`config.mk`:
```
export PLATFORM = sky130hd
export DESIGN_NAME = hmsc_exec
export DESIGN_NICKNAME = d
export VERILOG_FILES = /design/src/hmsc_pkg.sv /design/src/hmsc_exec.sv /design/src/hmsc_ctrl_store_fmt.sv
export VERILOG_INCLUDE_DIRS = /design/src
export SDC_FILE = /design/constraint.sdc
export NUM_CORES = 1
export LEC_CHECK = 0
export BUFFER_PORTS_ARGS = -buffer_cell sky130_fd_sc_hd__buf_4
export CAP_MARGIN = 20
export CORE_MARGIN = 3
export CORE_UTILIZATION = 45
export DETAILED_ROUTE_END_ITERATION = 16
export GPL_TIMING_DRIVEN = 0
export PLACE_DENSITY = 0.76
export SYNTH_ARGS = -nofsm -noshare
export SYNTH_HDL_FRONTEND = slang
export SYNTH_SLANG_ARGS = --single-unit
```
`constraint.sdc`:
```
create_clock -name clk_sys_i -period 4.65 [get_ports clk_sys_i]
set_input_delay 0.2325 -clock clk_sys_i [delete_from_list [all_inputs] [get_ports clk_sys_i]]
set_output_delay 0.2325 -clock clk_sys_i [all_outputs]
set_load 0.05 [all_outputs]
```
`src/hmsc_cfg.svh`:
```
/*
 * constants for the halt / move / store-control execution block:
 * opcodes, punctuation bit positions, addressing modes, control register numbers.
 * assumes inclusion by the package, the design modules and the bench.
 */
`ifndef HMSC_CFG_SVH
`define HMSC_CFG_SVH

// opcode codes presented by the decoder
`define OP_HALT          3'h1
`define OP_NOP           3'h2
`define OP_MOVE_MARK     3'h3
`define OP_LOAD_MARK     3'h4
`define OP_STORE_CTRL    3'h5

// halt formats
`define HALT_FMT_PLAIN   2'h0
`define HALT_FMT_BRANCH  2'h1
`define HALT_FMT_IDENT   2'h2
`define HALT_FMT_IDVAR   2'h3

// character layout: bits 5:0 data, 6 word mark, 7 item mark; record mark = both
`define CH_DATA_W        6
`define CH_WM_BIT        6
`define CH_IM_BIT        7

// addressing modes
`define AMODE_TWO        2'h0
`define AMODE_THREE      2'h1
`define AMODE_FOUR       2'h2

// address register width
`define ADDR_W           19
`define REG_W            19

// control register number selecting the a-operand address register
`define CREG_A_ADDR      6'h37

`endif

```
`src/hmsc_pkg.sv`:
```
/*
 * types for the halt / move / store-control execution block.
 * assumes hmsc_cfg.svh is on the include path.
 */
`include "hmsc_cfg.svh"

package hmsc_pkg;

    typedef logic [7:0]              char_t;
    typedef logic [`ADDR_W-1:0]      addr_t;

    typedef enum logic [3:0] {
        ST_IDLE    = 4'b0000,
        ST_HALTED  = 4'b0001,
        ST_SKIP    = 4'b0010,
        ST_RD_A    = 4'b0011,
        ST_RD_B    = 4'b0100,
        ST_WR_B    = 4'b0101,
        ST_SC_WR   = 4'b0110,
        ST_DONE    = 4'b0111
    } exec_state_t;

    // instruction issue from the decoder
    typedef struct packed {
        logic       valid;
        logic [2:0] opcode;
        logic [1:0] halt_fmt;
        logic       has_a;
        logic       has_b;
        logic       has_var;
        addr_t      a_opnd;
        addr_t      b_opnd;
        logic [5:0] var_char;
    } instr_t;

    // memory request
    typedef struct packed {
        logic  rd;
        logic  wr;
        addr_t addr;
        char_t wdata;
    } mem_req_t;

endpackage : hmsc_pkg

```
`src/hmsc_exec.sv`:
```
/*
 * execution logic for halt, no-operation, move to word mark, load with
 * defining mark, and store control register.
 * assumes a decoder delivers extracted operands and a one-cycle-read memory.
 */
// Function
// - plain halt stops; run resumes in sequence
// - halt-branch: sequence to b, a to sequence
// - ident halt leaves operands in address registers
// - variant halt captures variant character
// - peripheral transfer continues during halt
// - no-op leaves a and b registers, skips to mark
// - no-op loads last character into variant
// - move copies data and item marks
// - move stops at mark, registers decremented
// - move clears unmatched item, keeps word
// - load copies all punctuation through mark
// - load clears unmatched destination punctuation
// - store writes variant-selected register at units
// - short store uses retained variant
// - two-character mode stores 12 bits
// - three-character mode stores 15, zero three
// - four-character mode pads 18 or 19
// - uninstalled address bits stored as zero
// - small variants keep top character
// - a-register select stores prior value
`timescale 1ns/10ps
`default_nettype none
`include "hmsc_cfg.svh"

module hmsc_exec
    import hmsc_pkg::*;
(
    // clock and reset
    input  wire logic              clk_sys_i,
    input  wire logic              rst_n_i,
    // instruction issue
    input  wire instr_t            instr_i,
    input  wire logic [1:0]        amode_i,
    input  wire logic              large_variant_i,
    input  wire logic [`REG_W-1:0] inst_mask_i,
    input  wire logic              run_i,
    input  wire logic [`REG_W-1:0] ctrl_reg_val_i,
    input  wire logic              periph_busy_i,
    // memory
    output mem_req_t               mem_req_o,
    input  wire char_t             mem_rdata_i,
    // register file
    output addr_t                  seq_o,
    output addr_t                  a_operand_addr_reg_o,
    output addr_t                  b_addr_o,
    output logic [5:0]             variant_o,
    output logic [5:0]             ctrl_sel_o,
    // status
    output logic                   halted_o,
    output logic                   busy_o,
    output logic                   periph_go_o
);

    typedef struct packed {
        exec_state_t st;
        logic [2:0]  op;
        addr_t       seq;
        addr_t       a_addr;
        addr_t       b_addr;
        logic [5:0]  var_ch;
        char_t       a_char;
        logic [2:0]  pos;
        logic [`REG_W-1:0] sc_val;
        logic        last_mark;
        mem_req_t    mem;
        logic        run_s1;
        logic        run_s2;
        logic        run_s3;
        logic        halted;
        logic        busy;
        logic        periph;
    } state_t;

    state_t state_reg;
    state_t state_next;

    logic [5:0] sc_data;
    logic       sc_last;

    function automatic logic is_mark(input char_t c);
        is_mark = c[`CH_WM_BIT];
    endfunction : is_mark

    hmsc_ctrl_store_fmt u_fmt (
        .amode_i         (amode_i),
        .large_variant_i (large_variant_i),
        .pos_i           (state_reg.pos),
        .value_i         (state_reg.sc_val),
        .inst_mask_i     (inst_mask_i),
        .old_char_i      (mem_rdata_i),
        .data_o          (sc_data),
        .last_o          (sc_last)
    );

    always_comb begin
        state_next        = state_reg;
        state_next.run_s1 = run_i;
        state_next.run_s2 = state_reg.run_s1;
        state_next.run_s3 = state_reg.run_s2;
        state_next.mem.rd = 1'b0;
        state_next.mem.wr = 1'b0;
        state_next.periph = periph_busy_i;
        unique case (state_reg.st)
            ST_IDLE: begin
                state_next.busy = 1'b0;
                if (instr_i.valid) begin
                    state_next.busy = 1'b1;
                    state_next.op   = instr_i.opcode;
                    if (instr_i.has_a && instr_i.opcode != `OP_NOP) begin
                        state_next.a_addr = instr_i.a_opnd;
                    end
                    if (instr_i.has_b && instr_i.opcode != `OP_NOP) begin
                        state_next.b_addr = instr_i.b_opnd;
                    end
                    unique case (instr_i.opcode)
                        `OP_HALT: begin
                            state_next.st     = ST_HALTED;
                            state_next.halted = 1'b1;
                            if (instr_i.halt_fmt == `HALT_FMT_BRANCH) begin
                                state_next.b_addr = state_reg.seq;
                                state_next.seq    = instr_i.a_opnd;
                            end
                            if (instr_i.halt_fmt == `HALT_FMT_IDVAR) begin
                                state_next.var_ch = instr_i.var_char;
                            end
                        end
                        `OP_NOP: begin
                            state_next.var_ch = instr_i.var_char;
                            state_next.mem.rd = 1'b1;
                            state_next.mem.addr = state_reg.seq;
                            state_next.st     = ST_SKIP;
                        end
                        `OP_STORE_CTRL: begin
                            if (instr_i.has_var) begin
                                state_next.var_ch = instr_i.var_char;
                            end
                            // a-register as held before this instruction
                            state_next.sc_val   = state_reg.a_addr;
                            state_next.pos      = 3'h0;
                            // no read yet: the selection settles first
                            state_next.mem.addr = instr_i.has_a ? instr_i.a_opnd
                                                  : state_reg.a_addr;
                            state_next.st       = ST_SC_WR;
                        end
                        default: begin
                            state_next.mem.rd   = 1'b1;
                            state_next.mem.addr = instr_i.has_a ? instr_i.a_opnd
                                                  : state_reg.a_addr;
                            state_next.st       = ST_RD_A;
                        end
                    endcase
                end
            end
            ST_HALTED: begin
                if (state_reg.run_s2 && state_reg.run_s3) begin
                    state_next.halted = 1'b0;
                    state_next.st     = ST_DONE;
                end
            end
            ST_SKIP: begin
                // advance to next word-marked op code
                if (is_mark(mem_rdata_i)) begin
                    state_next.st = ST_DONE;
                end else begin
                    state_next.seq      = state_reg.seq + 1'b1;
                    state_next.mem.rd   = 1'b1;
                    state_next.mem.addr = state_reg.seq + 1'b1;
                end
            end
            ST_RD_A: begin
                state_next.a_char   = mem_rdata_i;
                state_next.mem.rd   = 1'b1;
                state_next.mem.addr = state_reg.b_addr;
                state_next.st       = ST_RD_B;
            end
            ST_RD_B: begin
                state_next.mem.wr   = 1'b1;
                state_next.mem.addr = state_reg.b_addr;
                if (state_reg.op == `OP_MOVE_MARK) begin
                    state_next.mem.wdata = {state_reg.a_char[`CH_IM_BIT],
                                            mem_rdata_i[`CH_WM_BIT],
                                            state_reg.a_char[5:0]};
                    // mark in either field ends move
                    state_next.last_mark = is_mark(state_reg.a_char) ||
                                           is_mark(mem_rdata_i);
                end else begin
                    state_next.mem.wdata = state_reg.a_char;
                    state_next.last_mark = is_mark(state_reg.a_char);
                end
                state_next.st = ST_WR_B;
            end
            ST_WR_B: begin
                state_next.a_addr = state_reg.a_addr - 1'b1;
                state_next.b_addr = state_reg.b_addr - 1'b1;
                if (state_reg.last_mark) begin
                    state_next.st = ST_DONE;
                end else begin
                    state_next.mem.rd   = 1'b1;
                    state_next.mem.addr = state_reg.a_addr - 1'b1;
                    state_next.st       = ST_RD_A;
                end
            end
            ST_SC_WR: begin
                if (state_reg.mem.rd) begin
                    // read data in hand: write back at the same address
                    state_next.mem.wr    = 1'b1;
                    state_next.mem.wdata = {mem_rdata_i[7:6], sc_data};
                    state_next.pos       = state_reg.pos + 1'b1;
                    if (sc_last) begin
                        state_next.st = ST_DONE;
                    end
                end else if (state_reg.mem.wr) begin
                    state_next.mem.rd   = 1'b1;
                    state_next.mem.addr = state_reg.mem.addr - 1'b1;
                end else begin
                    // selection now follows the registered variant
                    state_next.sc_val = (state_reg.var_ch == `CREG_A_ADDR)
                                        ? state_reg.sc_val : ctrl_reg_val_i;
                    state_next.mem.rd = 1'b1;
                end
            end
            ST_DONE: begin
                state_next.busy = 1'b0;
                state_next.st   = ST_IDLE;
            end
            default: begin
                state_next.st = ST_IDLE;
            end
        endcase
    end

    always_ff @(posedge clk_sys_i or negedge rst_n_i) begin
        if (!rst_n_i) begin
            state_reg <= '0;
        end else begin
            state_reg <= state_next;
        end
    end

    assign mem_req_o            = state_reg.mem;
    assign seq_o                = state_reg.seq;
    assign a_operand_addr_reg_o = state_reg.a_addr;
    assign b_addr_o             = state_reg.b_addr;
    assign variant_o            = state_reg.var_ch;
    assign ctrl_sel_o           = state_reg.var_ch;
    assign halted_o             = state_reg.halted;
    assign busy_o               = state_reg.busy;
    assign periph_go_o          = state_reg.periph;

    // assertions
    a_halt_holds_regs: assert property (@(posedge clk_sys_i) disable iff (!rst_n_i)
        (state_reg.st == ST_HALTED && state_next.st == ST_HALTED)
        |=> $stable(state_reg.a_addr) && $stable(state_reg.b_addr))
        else $error("address registers changed while halted");
    a_halt_resume_seq: assert property (@(posedge clk_sys_i) disable iff (!rst_n_i)
        state_reg.halted |=> state_reg.halted || $stable(state_reg.seq))
        else $error("sequence changed on resume");
    a_branch_saves_seq: assert property (@(posedge clk_sys_i) disable iff (!rst_n_i)
        (state_reg.st == ST_IDLE && instr_i.valid && instr_i.opcode == `OP_HALT
         && instr_i.halt_fmt == `HALT_FMT_BRANCH)
        |=> state_reg.b_addr == $past(state_reg.seq) && state_reg.seq == $past(instr_i.a_opnd))
        else $error("halt branch wrong");
    a_var_capture: assert property (@(posedge clk_sys_i) disable iff (!rst_n_i)
        (state_reg.st == ST_IDLE && instr_i.valid && instr_i.opcode == `OP_HALT
         && instr_i.halt_fmt == `HALT_FMT_IDVAR) |=> state_reg.var_ch == $past(instr_i.var_char))
        else $error("variant not captured");
    a_periph_follows: assert property (@(posedge clk_sys_i) disable iff (!rst_n_i)
        periph_busy_i |=> state_reg.periph)
        else $error("transfer dropped");
    a_nop_no_write: assert property (@(posedge clk_sys_i) disable iff (!rst_n_i)
        state_reg.st == ST_SKIP |-> !state_reg.mem.wr && $stable(state_reg.a_addr))
        else $error("no-op touched state");
    a_move_keeps_wm: assert property (@(posedge clk_sys_i) disable iff (!rst_n_i)
        (state_reg.st == ST_RD_B && state_reg.op == `OP_MOVE_MARK)
        |=> state_reg.mem.wdata[`CH_WM_BIT] == $past(mem_rdata_i[`CH_WM_BIT]))
        else $error("move altered word mark");
    a_step_down: assert property (@(posedge clk_sys_i) disable iff (!rst_n_i)
        state_reg.st == ST_WR_B |=> state_reg.a_addr == $past(state_reg.a_addr) - 1'b1)
        else $error("address not decremented");
    a_load_full: assert property (@(posedge clk_sys_i) disable iff (!rst_n_i)
        (state_reg.st == ST_RD_B && state_reg.op == `OP_LOAD_MARK)
        |=> state_reg.mem.wdata == $past(state_reg.a_char))
        else $error("load punctuation wrong");

    c_halt_run: cover property (@(posedge clk_sys_i) state_reg.halted ##1 !state_reg.halted);
    c_move_done: cover property (@(posedge clk_sys_i)
        state_reg.st == ST_WR_B && state_reg.last_mark);
    c_store_done: cover property (@(posedge clk_sys_i) state_reg.st == ST_SC_WR && sc_last);

endmodule : hmsc_exec

`default_nettype wire

```
`src/hmsc_ctrl_store_fmt.sv`:
```
/*
 * formats one character of a control register store by addressing mode
 * and position within the field.
 * assumes the caller steps positions from the units character upward.
 */
`timescale 1ns/10ps
`default_nettype none
`include "hmsc_cfg.svh"

module hmsc_ctrl_store_fmt
    import hmsc_pkg::*;
(
    // selection
    input  wire logic [1:0]        amode_i,
    input  wire logic              large_variant_i,
    input  wire logic [2:0]        pos_i,
    input  wire logic [`REG_W-1:0] value_i,
    input  wire logic [`REG_W-1:0] inst_mask_i,
    input  wire char_t             old_char_i,
    // result
    output logic [5:0]             data_o,
    output logic                   last_o
);

    logic [23:0] padded;
    logic [5:0]  sel;

    // zero bits not needed for installed memory
    assign padded = {5'h00, value_i & inst_mask_i};
    assign sel    = padded[6*pos_i +: 6];

    always_comb begin
        data_o = sel;
        last_o = 1'b0;
        unique case (amode_i)
            `AMODE_TWO: begin
                last_o = (pos_i == 3'h1);
            end
            `AMODE_THREE: begin
                if (pos_i == 3'h2) begin
                    data_o = {3'h0, sel[2:0]};
                    last_o = 1'b1;
                end
            end
            default: begin
                last_o = (pos_i == 3'h3);
                if (pos_i == 3'h3) begin
                    // 18 bits, or 19 plus zeros
                    data_o = large_variant_i ? {5'h00, sel[0]} : old_char_i[5:0];
                end
            end
        endcase
    end

endmodule : hmsc_ctrl_store_fmt

`default_nettype wire

```
==> metrics.txt, run 1 <==
Die Y 155 µm; clock slew at reported path FFs 70 ps; gpl congestion 0.971; vias per cell between 6 and 7; Layout Area Growth over Synthesis 25.4%; crit path kind reg2reg; peak supply drop 0.000623 V; Slew @ Worst Pin 1020 ps; clock skew 10.1 ps; top_reg_cell synth dfrtp_1; crit start category flop; drt total wl roughly 42,000 µm; Worst Path Arrival between 3000 and 4000 ps; period utilisation layout 66.9%; setup violators final 0; WP depth 8; setup bufs post-CTS 0; largest net degree at the start of global routing 87; post-synthesis simple-gate area fraction a little over a fifth; die area 24,100 µm²; Syn. warnings 0; syn avg cell area 7.93 µm²; Seq cells post-synth 135; global-route wire length before repair 62,000 µm; DP Area roughly 12,000 µm²; status complete, no violations; cell family with most CP delay buffers and inverters; Syn Inst Count approximately 1,300; number of flip-flops in the largest register 38; I/O Buffers roughly 200; worst path cell trace buf_2 -> nand2b_1 -> nor2_1 -> clkbuf_1 -> buf_2 -> a21oi_1 -> o31ai_1 -> nand2_1; f_max around 320 MHz; clk sinks 135; CTS Buf Count 17; complex-gate fraction of the synthesized area 22.6%; mux share of post-synthesis cell area 4.41%; Multi-input gate area 5410 µm²; most frequent CP cell buf_2; H-tree depth 4; Seq/Total Area, Yosys 33.8%; CP max-delay cell clkbuf_1; Yosys cell types 76; final hold vios 0; clock latency on the worst-skew pair around 440 ps; CORE AREA 21,400 µm²; first-pass iteration count of the detailed router 6; vias after detailed routing around 11,000; CP Max Fanout 10; max-slew violations 0; Worst Hold Slack 34.7 ps; most common cell after layout, fill and taps aside buf_4; # DRC 0; fin area 12,600 µm²; antenna cells 0; number of synthesized flops with an enable pin 0; CTS max path bufs 2; antenna violations before repair 1; cell depth of the worst flop-to-flop path 8; # IOs 207; fin crit period slightly above 3000 ps; Die Width 155 µm; Filler Cell Count around 2,100; Max transition margin 31.4%; slowest stage delay, CP 600 ps; Routed WL per cell 23.4 µm; Initial Util 46.7%; Synth Area in XOR/XNOR 4.29%; number of global-route vias before repair approximately 10,000; Reg area about 3400 µm²; clock root buffer master clkbuf_16; synthesized area about 10,000 µm²; WP data required a little under 5000 ps; Static Leak 5.50 nW; NumNets Final approximately 1,600; post-DP HPWL between 30,000 and 40,000 µm; grt ovf 0; buffers plus inverters on the worst setup path 3; Post-Synth Adder-Cell Area 1.00%; syn nets around 1,400; Rows 53; Pwr per Cell Area 834 nW/µm²; worst hold path class in2reg; GRT Total Usage around a third; unrepaired setup endpoints after global routing false; commonest cells after routing, fill and taps aside buf_4, nand2_1, dfrtp_1, nor2_1, a21oi_1; crit end category flop; largest family of logic cells by synthesized area compound AO/OA/AOI/OAI gates; CTS tree done; Max Cap Violations 0; post-layout util 58.6%; layout cells sized above 1 26.7%; sum of negative setup slack 0 ps; Antenna Nets Post-Route 0; Async SR Flop Fraction 100%; initial DRC count approximately 1,500; hold depth 3
kinds of logic after synthesis:
group	after synthesis
compound gates	357
xor+xnor	49
fa+ha+maj	8
buf+inv	216
flops	135
mux	42
simple gates	455
final timing paths:
check                           slack (ps)              to            from
worst max-delay path                  1540   mem_req_o[14]  state_reg[133]
worst min-delay path                    30  state_reg[129]     instr_i[49]
worst max register to register        1540   mem_req_o[14]  state_reg[133]
worst min register to register         360   state_next[3]   state_next[4]
max in group asynchronous             3500        seq_o[7]         rst_n_i
min in group asynchronous              320   ctrl_sel_o[4]         rst_n_i
report_power, final:
group | leakage (nW) | switching [W] | internal [W]
Sequential | 1.56 | 0.000791 | 0.00172
Combinational | 3.65 | 0.00423 | 0.00231
Clock | 0.294 | 0.000597 | 0.000829
Total | 5.50 | 0.00562 | 0.00485
stage by stage:
| step | setup WS, ps | std cells | power [W] |
|---|---|---|---|
| 6_report | 1540 | 1779 | 0.0105 |
| 4_1_cts | 1750 | 1779 | 0.0103 |
| 2_1_floorplan | 2330 | 1262 | 0.00676 |
| 3_3_place_gp | 1720 | 1741 | 0.00881 |
| 3_5_place_dp | 1770 | 1744 | 0.00887 |
| 5_1_grt | 1510 | 1779 | 0.0110 |
layer usage:
layer  part of all wire, %  GRT usage, %  vias to the layer above  wire length [µm]
met4                   4.1          11.6                        2              1690
met2                    43          51.3                      818             18100
met1                    40          46.5                     5172             16700
met3                    12          7.90                      131              5140
met5                 0.019             0                        -                 8
li1                      -             -                     4905                 -
synthesized netlist by cell type, types with 5 or more instances:
| library cell | instances | area, µm² |
|---|---|---|
| a311oi_1 | 10 | 87.6 |
| a22o_1 | 10 | 87.6 |
| xor2_1 | 21 | 184 |
| nand2_1 | 162 | 608 |
| buf_2 | 23 | 115 |
| nand2b_1 | 9 | 56.3 |
| and2_1 | 5 | 31.3 |
| o21a_1 | 5 | 37.5 |
| dfrtp_1 | 135 | 3380 |
| nor4_1 | 10 | 62.6 |
| and3_1 | 6 | 37.5 |
| nand3_1 | 70 | 350 |
| a22oi_1 | 5 | 37.5 |
| nand4_1 | 10 | 62.6 |
| or3_1 | 8 | 50.1 |
| clkbuf_1 | 64 | 240 |
| o31ai_1 | 12 | 90.1 |
| a21oi_1 | 101 | 505 |
| o211ai_1 | 25 | 188 |
| a211oi_1 | 10 | 75.1 |
| a31oi_1 | 34 | 213 |
| nor2b_1 | 5 | 31.3 |
| inv_1 | 18 | 67.6 |
| a221oi_1 | 8 | 70.1 |
| mux2i_1 | 25 | 250 |
| xnor2_1 | 28 | 245 |
| o221ai_1 | 10 | 87.6 |
| o21ai_0 | 85 | 425 |
| mux2_2 | 17 | 191 |
| nor2_1 | 110 | 413 |
| buf_4 | 98 | 736 |
| nor3_1 | 23 | 115 |
| buf_1 | 9 | 33.8 |
| ha_1 | 8 | 100 |
tightest hold or removal path: cells and delay by family:
kind / cells / cell delay (ps)
buffers and inverters: 1 / 100
AND/OR/NAND/NOR: 2 / 100
final cells by class:
type,count,share of cell area (%)
Multi-Input combinational cell,911,43.0
Clock buffer,20,3.64
Clock inverter,12,1.13
Sequential cell,135,26.9
Inverter,19,0.568
Buffer,197,9.20
Timing Repair Buffer,210,12.8
Tap cell,275,2.74
what timing repair did:
action                    CTS  global route
gates resized for setup     0             0
hold buffers                3             0
hold endpoints to repair   51             0
(Power assumes the default switching activity.)
==> inputs of run 2 (changes only) <==
==> constraint.sdc (replaced) <==
create_clock -name clk_sys_i -period 2.9 [get_ports clk_sys_i]
set_input_delay 0.145 -clock clk_sys_i [delete_from_list [all_inputs] [get_ports clk_sys_i]]
set_output_delay 0.145 -clock clk_sys_i [all_outputs]
set_load 0.05 [all_outputs]
==> run 2 against run 1 <==
  * Via count increased by 0.87%
  * Power grew 61%
  * Combinational power is 62% higher
  * Cell area increased by 3.0%
  * Wire length increased by 1.2%
  * Count of clock-buffer cells in the layout unchanged
  * Critical path depth unchanged
  * Sequential share of layout area fell by 0.79 points
  * Clock skew about the same
  * Largest cell class unchanged
==> metrics.txt, run 2 (same netlist as run 1, synthesis figures left out) <==
status complete, no violations; peak supply drop 0.00100 V (+61%); Reg2Reg Launch Point state_reg[133]; global-route wire length before repair 63,000 µm (+1.6%); first-pass iteration count of the detailed router 6 (unchanged); initial DRC count 1,399 (-6.3%); gpl congestion 0.971 (unchanged); CORE AREA 21,400 µm² (unchanged); crit end category flop; Max Cap Violations 0 (unchanged); crit path kind reg2reg; Worst Hold Launch mem_rdata_i[6]; CTS tree done; I/O Buffers 204 (unchanged); layout cells sized above 1 26.9% (+0.22 points); fin crit period 2880 ps (-234 ps); cell depth of the worst flop-to-flop path 8 (unchanged); setup violators final 0 (unchanged); Layout Area Growth over Synthesis 29.2%; post-DP HPWL 31,700 µm (unchanged); antenna cells 0 (unchanged); period utilisation layout 99.3% (+32 points); Pwr per Cell Area 1300 nW/µm² (+56%); final hold vios 0 (unchanged); # DRC 0 (unchanged); placed cell count 1,744 (unchanged); CTS max path bufs 2 (unchanged); Rows 53 (unchanged); f_max 347 MHz (+8.1%); Slew @ Worst Pin 848 ps (-173 ps); drt total wl 42,100 µm (+1.2%); clock root buffer master clkbuf_16; clock latency on the worst-skew pair 430 ps (about the same); GRT Total Usage 34.0% (+0.50 points); CP Max Fanout 10 (unchanged); crit start category flop; Worst Path Arrival 3170 ps (-230 ps); clock skew 10.5 ps (+0.456 ps); post-layout util 60.4% (+1.8 points); number of global-route vias before repair 10,700 (+2.2%); non-filler instance count after layout 1,815 (+2.0%); Filler Cell Count 2,012 (-2.5%); max-slew violations 0 (unchanged); worst hold path class in2reg; antenna violations before repair 1 (unchanged); Initial Util 46.7% (unchanged); clock slew at reported path FFs 70 ps (about the same); H-tree depth 4 (unchanged); Antenna Nets Post-Route 0 (unchanged); CTS Buf Count 17 (unchanged); grt ovf 0 (unchanged); NumNets Final 1,641 (+2.2%); Routed WL per cell 23.2 µm (-0.84%); hold depth 2 (-1); Tot Pwr 0.0169 W (+61%); most common cell after layout, fill and taps aside buf_4; R2R Setup Slk 20 ps (-1520 ps); die area 24,100 µm² (unchanged); clk sinks 135 (unchanged); Place WS 20.1 ps (-1750 ps); Setup WS post-layout 21.3 ps (-1520 ps); vias after detailed routing 11,100 (+0.87%); Max transition margin 43.5% (+12 points); number of flip-flops in the largest register 38 (unchanged); WP data required 3190 ps (-1750 ps); Die Width 155 µm (unchanged); vias per cell 6.13 (-1.1%); largest net degree at the start of global routing 87 (unchanged); Crit Reg-Reg Endpoint mem_req_o[14]; # IOs 207 (unchanged); Hold EP state_reg[64]; Die Y 155 µm (unchanged); Static Leak 5.67 nW (+3.1%); commonest cells after routing, fill and taps aside buf_4, nand2_1, dfrtp_1, nor2_1, a21oi_1; Worst Hold Slack 12.1 ps (-22.6 ps)
[run 2: changes by cell type in the layout (fill, tap and decap cells not counted), sizes merged]
cell,before,now
dlygate4sd3,3,36
clkbuf,85,87
buf,339,340
[run 2: worst max-delay path by stage]
stage | startpoint | to | depth (start not counted)
final | state_reg[133] | mem_req_o[14] | 8
after CTS | state_reg[133] | mem_req_o[14] | 8
after global routing | a_operand_addr_reg_o[0] | mem_req_o[26] | 8
after global placement | state_reg[133] | mem_req_o[14] | 8
after floorplan | a_operand_addr_reg_o[0] | mem_req_o[22] | 8
after detailed placement | state_reg[133] | mem_req_o[14] | 8
[run 2: routing by layer]
| layer | track usage [%] | share of wire [%] |
|---|---|---|
| met5 | 0 | 0.019 |
| met4 | 11.9 | 3.9 |
| met3 | 7.98 | 12 |
| met2 | 52.6 | 44 |
| met1 | 46.6 | 40 |
[run 2: through the flow]
stage | TNS, ps | area [µm²]
after CTS | 0 | 12900
after detailed placement | 0 | 11900
after global routing | -22.2 | 12900
after floorplan | 0 | 10000
after global placement | -28.1 | 11900
final | 0 | 12900
[run 2: layout make-up]
type	count	area, µm²	share of cell area [%]
buffer	197	1160	8.97
clock buffer	20	457	3.53
clock inverter	12	141	1.09
inverter	19	71.3	0.551
multi-input combinational	911	5430	41.9
sequential	135	3380	26.1
tap	275	344	2.66
timing repair buffer	246	1960	15.1
[run 2: power breakdown]
| group | internal (W) | leakage, nW | switching [W] |
|---|---|---|---|
| Combinational | 0.00374 | 3.82 | 0.00683 |
| Clock | 0.00133 | 0.294 | 0.000947 |
| Sequential | 0.00275 | 1.56 | 0.00127 |
| Total | 0.00783 | 5.67 | 0.00905 |
[run 2: timing repair]
item / 4_1_cts / 5_1_grt
hold endpoints to repair: 85 / 0
gates resized for setup: 0 / 13
hold buffers: 36 / 0
setup endpoints to repair: 0 / 32
buffers inserted: 0 / 3
[run 2: critical path: stages, from the launching register on]
cell and delay [ps]:
dfrtp_1 350, buf_2 180, nand2b_1 250, nor2_1 560, clkbuf_2 410, buf_2 360, a21oi_1 110, o31ai_1 390
nand2_1 110
==> inputs of run 3 (changes only) <==
--- a/config.mk
+++ b/config.mk
@@ -8,11 +8,12 @@
 export LEC_CHECK = 0
 export BUFFER_PORTS_ARGS = -buffer_cell sky130_fd_sc_hd__buf_4
 export CAP_MARGIN = 20
-export CORE_MARGIN = 3
+export CORE_MARGIN = 4
 export CORE_UTILIZATION = 45
 export DETAILED_ROUTE_END_ITERATION = 16
 export GPL_TIMING_DRIVEN = 0
 export PLACE_DENSITY = 0.76
+export SKIP_LAST_GASP = 1
 export SYNTH_ARGS = -nofsm -noshare
 export SYNTH_HDL_FRONTEND = slang
 export SYNTH_SLANG_ARGS = --single-unit
==> run 3 against run 2 <==
  * Flip-flop and latch count did not move
  * Non-clock buffer count fell by 2
  * Global-route usage fell by 1.1 points
==> metrics.txt, run 3 (same netlist as run 1, synthesis figures left out) <==
number of flip-flops in the largest register 38 (unchanged); fin area 12,900 µm² (-0.33%); global-route wire length before repair 62,300 µm (-1.0%); crit path kind reg2reg; Multi-input gate area 5430 µm² (about the same); CTS tree done; Die Width 157 µm (+1.3%); clock latency on the worst-skew pair 430 ps (about the same); setup violators final 0 (unchanged); unrepaired setup endpoints after global routing true; clk sinks 135 (unchanged); f_max 349 MHz (+0.35%); DP Area 11,900 µm² (about the same); CTS max path bufs 2 (unchanged); grt ovf 0 (unchanged); initial DRC count 1,471 (+5.1%); vias after detailed routing 11,100 (-0.54%); Worst Hold Launch ctrl_reg_val_i[12]; Layout Area Growth over Synthesis 28.8%; die area 24,700 µm² (+2.6%); number of global-route vias before repair 10,600 (-0.88%); commonest cells after routing, fill and taps aside buf_4, nand2_1, dfrtp_1, nor2_1, a21oi_1; max-slew violations 0 (unchanged); Rows 54 (+1.9%); worst hold path class in2reg; gpl congestion 1.06 (+9.0%); Max Cap Violations 0 (unchanged); Filler Cell Count 2,005 (-0.35%); layout cells sized above 1 27.0% (+0.035 points); Max transition margin 42.5% (-0.96 points); most common cell after layout, fill and taps aside buf_4; CP Max Fanout 10 (unchanged); NumNets Final 1,639 (-0.12%); antenna violations before repair 0 (-1); Die Y 157 µm (+1.3%); peak supply drop 0.000914 V (-8.6%); first-pass iteration count of the detailed router 5 (-1); Initial Util 45.9% (-0.87 points); crit end category flop; drt total wl 41,200 µm (-2.1%); period utilisation layout 98.9% (-0.35 points); Pwr per Cell Area 1300 nW/µm² (-0.54%); Routed WL per cell 22.7 µm (-2.2%); Static Leak 5.63 nW (-0.70%); WP data required 3180 ps (about the same); final hold vios 0 (unchanged); vias per cell 6.09 (-0.70%); status complete, no violations; GRT Total Usage 32.9% (-1.1 points); post-layout util 59.1% (-1.3 points); H-tree depth 4 (unchanged); largest net degree at the start of global routing 81 (-6.9%); Slew @ Worst Pin 850 ps (+2.36 ps); crit start category flop; clock skew 9.76 ps (-0.748 ps); sum of negative setup slack 0 ps (unchanged); # DRC 0 (unchanged); Reg2Reg Launch Point state_reg[132]; clock root buffer master clkbuf_16; # IOs 207 (unchanged); antenna cells 0 (unchanged); Antenna Nets Post-Route 0 (unchanged); CORE AREA 21,800 µm² (+1.9%); fin crit period 2870 ps (-10.1 ps); post-DP HPWL 30,800 µm (-2.6%); I/O Buffers 204 (unchanged); Worst Path Arrival 3150 ps (-20 ps); Reg area 3380 µm² (unchanged); clock slew at reported path FFs 60 ps (about the same); Worst Hold Slack 2.39 ps (-9.74 ps); CP startpoint state_reg[132]; CTS Buf Count 17 (unchanged)
[run 3: cell count changes in the layout (fill, tap and decap cells not counted), sizes merged]
cell,change
bufinv,-1
clkinvlp,+4
inv,-2
buf,+2
clkbuf,-3
dlygate4sd3,-2
[run 3: routing by layer]
metal,vias up,track usage (%),wire [µm]
met5,-,0,0
met3,126,6.74,4680
met4,0,15.0,2030
met2,788,50.2,18000
li1,4971,-,-
met1,5179,45.1,16500
[run 3: final timing paths]
| check | cells after the start | endpoint | slack (ps) |
|---|---|---|---|
| worst min register to register | 0 | state_next[3] | 350 |
| max in group asynchronous | 3 | mem_req_o[23] | 1840 |
| worst max-delay path | 7 | b_addr_o[15] | 30 |
| min in group asynchronous | 2 | b_addr_o[6] | 240 |
| worst min-delay path | 3 | state_reg[48] | 2 |
| worst max register to register | 7 | b_addr_o[15] | 30 |
[run 3: per-stage QoR]
stage | setup slack (ps) | instances | power (W)
after global routing | -3.38 | 1818 | 0.0175
after global placement | 24.1 | 1746 | 0.0141
after CTS | 24.2 | 1814 | 0.0164
final | 31.3 | 1818 | 0.0167
after detailed placement | -19.3 | 1748 | 0.0142
after floorplan | 577 | 1262 | 0.0108
[run 3: cell type report]
type	instances	area share, %
Clock buffer	19	3.43
Buffer	197	8.99
Tap cell	280	2.72
Sequential cell	135	26.2
Clock inverter	13	0.941
Inverter	19	0.553
Timing Repair Buffer	244	15.0
Multi-Input combinational cell	911	42.1
[run 3: critical path, cell delays in order (launching register included)]
cell and delay, ps:
dfrtp_1 340, buf_2 220, nor2b_1 330, nand2_1 380, buf_1 450, nor4_1 720, xnor2_1 200, o21ai_0 90
[run 3: what timing repair did]
| item | in CTS | in global routing |
|---|---|---|
| hold endpoints to repair | 89 | 0 |
| setup endpoints to repair | 1 | 19 |
| setup buffers | 0 | 4 |
| pin swaps | 0 | 2 |
| gates resized for setup | 1 | 14 |
| hold buffers | 34 | 0 |
[run 3: power by group]
group          internal [W]  switching, W  leakage, nW  total (W)
clock network       0.00121      0.000922        0.262    0.00213
logic               0.00375       0.00682         3.81     0.0106
registers           0.00275       0.00127         1.56    0.00403
